$ cat src/design/jdc_pkg.sv
`default_nettype none
package jdc_pkg;

  // register indices; byte address is four times the index
  localparam logic [7:0]  CFG_ONE_INDEX = 8'h1A;
  localparam logic [7:0]  CFG_TWO_INDEX = 8'h1B;
  localparam logic [31:0] CFG_ONE_ADDR  = {22'h0, CFG_ONE_INDEX, 2'h0};
  localparam logic [31:0] CFG_TWO_ADDR  = {22'h0, CFG_TWO_INDEX, 2'h0};

  localparam logic [7:0]  CFG_ONE_RESET = 8'h00;
  localparam logic [7:0]  CFG_TWO_RESET = 8'h00;
  // writable bits; reserved bits stay zero
  localparam logic [7:0]  CFG_ONE_WMASK = 8'h7E;
  localparam logic [7:0]  CFG_TWO_WMASK = 8'h7F;

  // field positions in the first register
  localparam int POS_RESERVED_LO   = 0;
  localparam int POS_DETECTOR_ON   = 1;
  localparam int POS_DOUBLE_CURR   = 2;
  localparam int POS_COUPLING      = 3;
  localparam int POS_INSERT_LO     = 4;
  localparam int POS_INSERT_HI     = 5;
  localparam int POS_PAIR_SELECT   = 6;
  localparam int POS_RESERVED_HI   = 7;

  localparam logic [1:0]  HTRANS_IDLE   = 2'h0;
  localparam logic [1:0]  HTRANS_NONSEQ = 2'h2;
  localparam logic        HRESP_OKAY    = 1'h0;
  localparam logic [23:0] RDATA_PAD     = 24'h000000;

  // impedance figures in ohms
  localparam logic [15:0] OHM_NONE = 16'h0000;
  localparam logic [15:0] OHM_50   = 16'h0032;
  localparam logic [15:0] OHM_100  = 16'h0064;
  localparam logic [15:0] OHM_150  = 16'h0096;
  localparam logic [15:0] OHM_320  = 16'h0140;
  localparam logic [15:0] OHM_680  = 16'h02A8;
  localparam logic [15:0] OHM_800  = 16'h0320;
  localparam logic [15:0] OHM_1350 = 16'h0546;
  localparam logic [15:0] OHM_1750 = 16'h06D6;

  localparam logic [1:0]  INSERT_CODE_150 = 2'h0;
  localparam logic [1:0]  INSERT_CODE_100 = 2'h1;
  localparam logic [1:0]  INSERT_CODE_50  = 2'h2;
  localparam logic [1:0]  INSERT_CODE_RSV = 2'h3;

  typedef struct packed {
    logic       reserved_hi;
    logic       hook_threshold_pair_select;
    logic [1:0] hook_insert_min_impedance;
    logic       headphone_coupling_select;
    logic       double_detect_current;
    logic       headset_detector_on;
    logic       reserved_lo;
  } jdc_cfg_one_type;

  typedef struct packed {
    logic [15:0] mic_min_ohm;
    logic [15:0] hook_max_ohm;
    logic [15:0] hook_insert_ohm;
    logic        hook_insert_valid;
  } jdc_thresh_type;

  typedef struct packed {
    logic valid;
    logic write;
    logic sel_one;
    logic sel_two;
  } jdc_dphase_type;

endpackage
`default_nettype wire

$ cat src/design/jdc_threshold_decode.sv
`timescale 1ns/100ps
`default_nettype none
module jdc_threshold_decode
  import jdc_pkg::*;
(
  input  wire logic            hclk,
  input  wire logic            hresetn,
  input  wire jdc_cfg_one_type cfg,
  input  wire logic            external_resistor_type_bit,
  output var  jdc_thresh_type  thresholds
);

  jdc_thresh_type thr_d;
  jdc_thresh_type thr_q;

  always_comb begin
    thr_d = '0;
    if (!cfg.hook_threshold_pair_select) begin
      thr_d.mic_min_ohm  = OHM_800;
      thr_d.hook_max_ohm = cfg.headphone_coupling_select ? OHM_150 : OHM_320;
    end else begin
      thr_d.hook_max_ohm = OHM_680;
      thr_d.mic_min_ohm  = cfg.headphone_coupling_select ? OHM_1750 : OHM_1350;
    end
    // reserved code and external resistor type both leave insertion unsupported
    thr_d.hook_insert_valid = !external_resistor_type_bit;
    unique case (cfg.hook_insert_min_impedance)
      INSERT_CODE_150: thr_d.hook_insert_ohm = OHM_150;
      INSERT_CODE_100: thr_d.hook_insert_ohm = OHM_100;
      INSERT_CODE_50:  thr_d.hook_insert_ohm = OHM_50;
      INSERT_CODE_RSV: begin
        thr_d.hook_insert_ohm   = OHM_NONE;
        thr_d.hook_insert_valid = 1'b0;
      end
    endcase
    if (!thr_d.hook_insert_valid) begin
      thr_d.hook_insert_ohm = OHM_NONE;
    end
  end

  always_ff @(posedge hclk or negedge hresetn) begin
    if (!hresetn) begin
      thr_q <= '0;
    end else begin
      thr_q <= thr_d;
    end
  end

  assign thresholds = thr_q;

endmodule
`default_nettype wire

$ cat src/design/jdc_config_regs.sv
// The AHB-Lite register port was decided locally.
`timescale 1ns/100ps
`default_nettype none
module jdc_config_regs
  import jdc_pkg::*;
(
  input  wire logic           hclk,
  input  wire logic           hresetn,
  input  wire logic           hsel,
  input  wire logic [31:0]    haddr,
  input  wire logic [1:0]     htrans,
  input  wire logic           hwrite,
  input  wire logic [2:0]     hsize,
  input  wire logic [31:0]    hwdata,
  input  wire logic           hready,
  output logic                hreadyout,
  output logic [31:0]         hrdata,
  output logic                hresp,
  input  wire logic           external_resistor_type_bit,
  output logic                headset_detector_on,
  output logic                headphone_coupling_select,
  output logic                double_detect_current,
  output logic                hook_threshold_pair_select,
  output logic [1:0]          hook_insert_min_impedance,
  output var  jdc_thresh_type thresholds,
  output logic [7:0]          config_two_value
);

  jdc_cfg_one_type cfg_one_q;
  jdc_cfg_one_type cfg_one_d;
  logic [7:0]      cfg_two_q;
  logic [7:0]      cfg_two_d;
  jdc_dphase_type  dph_q;
  jdc_dphase_type  dph_d;
  logic [31:0]     rdata_q;
  logic [31:0]     rdata_d;
  logic            readyout_q;
  logic            resp_q;
  logic            addr_phase;
  logic            wr_one;
  logic            wr_two;

  // only word transfers are expected; size does not alter the decode
  assign addr_phase = hsel && hready && htrans[1];

  always_comb begin
    dph_d         = '0;
    dph_d.valid   = addr_phase;
    dph_d.write   = addr_phase && hwrite;
    dph_d.sel_one = addr_phase && (haddr == CFG_ONE_ADDR);
    dph_d.sel_two = addr_phase && (haddr == CFG_TWO_ADDR);
  end

  always_ff @(posedge hclk or negedge hresetn) begin
    if (!hresetn) begin
      dph_q <= '0;
    end else begin
      dph_q <= dph_d;
    end
  end

  // zero wait states, so every data phase ends on the next edge
  assign wr_one = dph_q.valid && dph_q.write && dph_q.sel_one;
  assign wr_two = dph_q.valid && dph_q.write && dph_q.sel_two;

  always_comb begin
    cfg_one_d = cfg_one_q;
    cfg_two_d = cfg_two_q;
    if (wr_one) begin
      cfg_one_d = jdc_cfg_one_type'(hwdata[7:0] & CFG_ONE_WMASK);
    end
    if (wr_two) begin
      cfg_two_d = hwdata[7:0] & CFG_TWO_WMASK;
    end
  end

  always_ff @(posedge hclk or negedge hresetn) begin
    if (!hresetn) begin
      cfg_one_q <= jdc_cfg_one_type'(CFG_ONE_RESET);
    end else begin
      cfg_one_q <= cfg_one_d;
    end
  end

  always_ff @(posedge hclk or negedge hresetn) begin
    if (!hresetn) begin
      cfg_two_q <= CFG_TWO_RESET;
    end else begin
      cfg_two_q <= cfg_two_d;
    end
  end

  // read from next value so a read right behind a write sees the new data
  always_comb begin
    rdata_d = '0;
    if (addr_phase && !hwrite) begin
      if (haddr == CFG_ONE_ADDR) begin
        rdata_d = {RDATA_PAD, cfg_one_d};
      end else if (haddr == CFG_TWO_ADDR) begin
        rdata_d = {RDATA_PAD, cfg_two_d};
      end
    end
  end

  always_ff @(posedge hclk or negedge hresetn) begin
    if (!hresetn) begin
      rdata_q <= '0;
    end else begin
      rdata_q <= rdata_d;
    end
  end

  always_ff @(posedge hclk or negedge hresetn) begin
    if (!hresetn) begin
      readyout_q <= 1'b1;
      resp_q     <= HRESP_OKAY;
    end else begin
      readyout_q <= 1'b1;
      resp_q     <= HRESP_OKAY;
    end
  end

  assign hreadyout = readyout_q;
  assign hresp     = resp_q;
  assign hrdata    = rdata_q;

  assign headset_detector_on        = cfg_one_q.headset_detector_on;
  assign headphone_coupling_select  = cfg_one_q.headphone_coupling_select;
  assign double_detect_current      = cfg_one_q.double_detect_current;
  assign hook_threshold_pair_select = cfg_one_q.hook_threshold_pair_select;
  assign hook_insert_min_impedance  = cfg_one_q.hook_insert_min_impedance;
  assign config_two_value           = cfg_two_q;

  // decoded thresholds lag the register by one edge
  jdc_threshold_decode u_decode (
    .hclk                       (hclk),
    .hresetn                    (hresetn),
    .cfg                        (cfg_one_q),
    .external_resistor_type_bit (external_resistor_type_bit),
    .thresholds                 (thresholds)
  );
endmodule
`default_nettype wire

$ cat config.mk
export PLATFORM = sky130hd
export DESIGN_NAME = jdc_config_regs
export DESIGN_NICKNAME = d
export VERILOG_FILES = /design/src/design/jdc_pkg.sv /design/src/design/jdc_threshold_decode.sv /design/src/design/jdc_config_regs.sv
export SDC_FILE = /design/constraint.sdc
export NUM_CORES = 1
export LEC_CHECK = 0
export ABC_AREA = 1
export ABC_CLOCK_PERIOD_IN_PS = 1200
export BUFFER_PORTS_ARGS = -buffer_cell sky130_fd_sc_hd__buf_2
export CAP_MARGIN = 20
export CORE_MARGIN = 10
export CORE_UTILIZATION = 25
export CTS_BUF_LIST = sky130_fd_sc_hd__clkbuf_8
export CTS_CLUSTER_DIAMETER = 200
export CTS_CLUSTER_SIZE = 10
export DETAILED_ROUTE_END_ITERATION = 10
export MAX_ROUTING_LAYER = met4
export SYNTH_ARGS = -nofsm -noshare
export SYNTH_HDL_FRONTEND = slang
export SYNTH_HIERARCHICAL = 1
export SYNTH_SLANG_ARGS = --single-unit
$ cat constraint.sdc
create_clock -name hclk -period 1.2 [get_ports hclk]
set_input_delay 0.06 -clock hclk [delete_from_list [all_inputs] [get_ports hclk]]
set_output_delay 0.06 -clock hclk [all_outputs]
set_load 0.05 [all_outputs]
==> impl_metrics.toml <==
[timing]
grt_setup_unrepaired = "false"
drv_slew = 0
period_share_pct = 93.7
hold_slack_ns = 0.0268
setup_ws_ns = 0.0760
finClkSkew_ns = 0.0125
finalSetupViolations = 0
tns_ns = 0
fin_crit_ns = 1.12
hold_viol_final = 0
clock.fmax_ghz = 0.890

[floorplanning]
ios = 172
rows = 35
die_height_um = 116
core_mm2 = 0.00915
dieArea_mm2 = 0.0136
start_util_pct = 25.4
die_x_um = 116

[detailed_routing]
first_pass_iters = 4
drtIter0Drc = 58
routed_wl_um = 5560
wl_per_cell_um = 12.0
drt-vias-per-instance = 3.65
drtAntennaViolNets = 0
dr_total_vias = 1686
drc = 0

[synth]
synth_enable_flop_cells = 0
synthCells = 264
syn_area_per_cell_um2 = 8.81
synthArstFlopShare_pct = 100
yosys_warnings = 6
ys_seq_area_share_pct = 45.2
synth_top_area_share_pct = 45.2
ys_ff_latch = 42
ys_types = 23
syn_area_mm2 = 0.00232
synth_area_leader_cell = "dfrtp_1"
yosys_most_used_dff = "dfrtp_1"
synth_area_leaders = "dfrtp_1 45%, buf_4 20%, nand2_1 6.9%"

[clock_network]
clk_pin_slew_worst_paths_ns = 0.08
clk_latency_ns = 0.29
cts_setup_buffers = 0
cts_root_buf = "clkbuf_8"
cts_buffers = 5
cts_num_sinks = 42
cts_tree = "yes"
h-tree-depth = 2
clock_path_buffers = 2

[layout]
area_delta_synth_final_pct = 18.8
nNetsFinal = 430
fin_util_pct = 30.2
fin_area_mm2 = 0.00276
post_route_cells_drive_above_1_share_pct = 36.5
finalNonFillerCells = 462
diodes = 0

[placed_design]
placedInstanceArea_mm2 = 0.00265
dp_hpwl_um = 4620
port_buffers = 92
dp_worst_setup_slack_ns = -0.00531
placed_cells = 453
gp_congestion = 0.732

[global_route]
track_usage_pct = 8.13
grt_pass1_wl_um = 8520
antenna_found_initial = 0
overflow = 0
first_global_vias = 1863
grt_max_degree = 43

[critical_path]
worstPathMaxFanout = 14
cp.required_ns = 1.41
arrival_ns = 1.33
cp-start-kind = "register"
crit_path_frequent_cell = "nand2_2"
worstSetupPathType = "reg -> reg"
critPathTopFamily = "flip-flops"
crit_slowest_cell = "dfrtp_1"
r2r_start = "dph_q[3]"
r2r_slack_ns = 0.08
reg2regPathDepth = 6
crit_chain = "nand3_2 -> buf_12 -> o21a_1 -> nand2_2 -> nand2_2 -> nor2_2"
endpoint_kind = "register"
r2r-end = "hrdata[5]"
critPathBufInv = 1
slowest_delay_ns = 0.38

[min_path]
worstHoldStart = "hwdata[0]"
worstHoldEndpoint = "config_two_value[0]"
hold_path_class = "in -> reg"
holdPathStages = 3

[run]
max-cap-violations = 0

[power_and_ir_drop]
powerDensity_mw_per_mm2 = 989
peakVddDrop_mv = 0.338
p_leak_nw = 1.60
power_mw = 2.73

[run_status]
status = "completed"
[tightest hold or removal path, cell delays in order]
cell	delay (ns)
buf_2	0.09
inv_1	0.04
o21ai_1	0.08
[layout by cell type (no fill, tap or decap), types with 6 or more instances in the layout]
cell type,count
buf_2,92
nor2_2,12
inv_1,36
nand2_1,40
dfrtp_1,42
conb_1,50
nand2_2,6
nor2_1,25
o21ai_1,7
a21oi_1,8
[registers in the layout, summed over array words and instances (netlist names)]
register                    cells
headset_detector_on             1
cfg_one_q                       2
hook_threshold_pair_select      1
double_detect_current           1
config_two_value                8
hook_insert_min_impedance       2
headphone_coupling_select       1
hrdata                          8
dph_q                           4
u_decode/thresholds            14
[worst max path at each step]
stage | startpoint | end | slack (ns) | depth (start not counted)
4_1_cts | hook_threshold_pair_select | hook_threshold_pair_select | 0.06 | 1
3_3_place_gp | haddr[23] | hrdata[7] | 0.02 | 9
6_report | dph_q[3] | hrdata[5] | 0.08 | 6
2_1_floorplan | hook_threshold_pair_select | hrdata[6] | 0.01 | 6
3_5_place_dp | haddr[23] | hrdata[3] | -0.005 | 9
5_1_grt | dph_q[2] | hrdata[5] | 0.0001 | 6
[cells by family after synthesis]
family / share of synthesized area [%]
DFF: 45.2
AOI/OAI and AO/OA: 5.22
other: 0.484
buffers and inverters: 27.4
and+or+nand+nor: 19.5
adders and majority gates: 2.15
[power by group]
| part | total (mW) | switching [mW] | internal [mW] |
|---|---|---|---|
| clock | 0.809 | 0.426 | 0.383 |
| sequential | 1.42 | 0.00180 | 1.42 |
| combinational | 0.503 | 0.426 | 0.0773 |
[per-layer routing]
layer / track usage, % / vias up / wire (µm)
li1: - / 840 / -
met1: 9.31 / 727 / 2440
met4: 1.75 / 0 / 34
met3: 3.70 / 4 / 668
met5: - / - / 0
met2: 12.8 / 115 / 2420
[synth_stat cells (2+ instances only)]
master	count
buf_4	63
nand2_1	43
dfrtp_1	42
inv_1	34
nor2_1	25
nor2_2	12
a21oi_1	8
o21ai_1	6
o21a_1	5
ha_1	4
conb_1	3
nand2_2	3
nand2_4	2
nand3_1	2
nand3_2	2
nor2_4	2
nor3_1	2
[repair_timing]
| item | 4_1_cts | 5_1_grt |
|---|---|---|
| hold buffers | 2 | 0 |
| hold endpoints to repair | 43 | 0 |
| gates resized for setup | 0 | 5 |
| setup endpoints to repair | 0 | 3 |
[layout make-up]
class / count / area (µm²)
Clock buffer: 5 / 68.8
Fill cell: 964 / 6390
Tap cell: 111 / 139
Timing Repair Buffer: 99 / 547
Multi-Input combinational cell: 169 / 821
Clock inverter: 2 / 7.51
Inverter: 34 / 128
Sequential cell: 42 / 1050
Power figures use the tool's default switching activity.
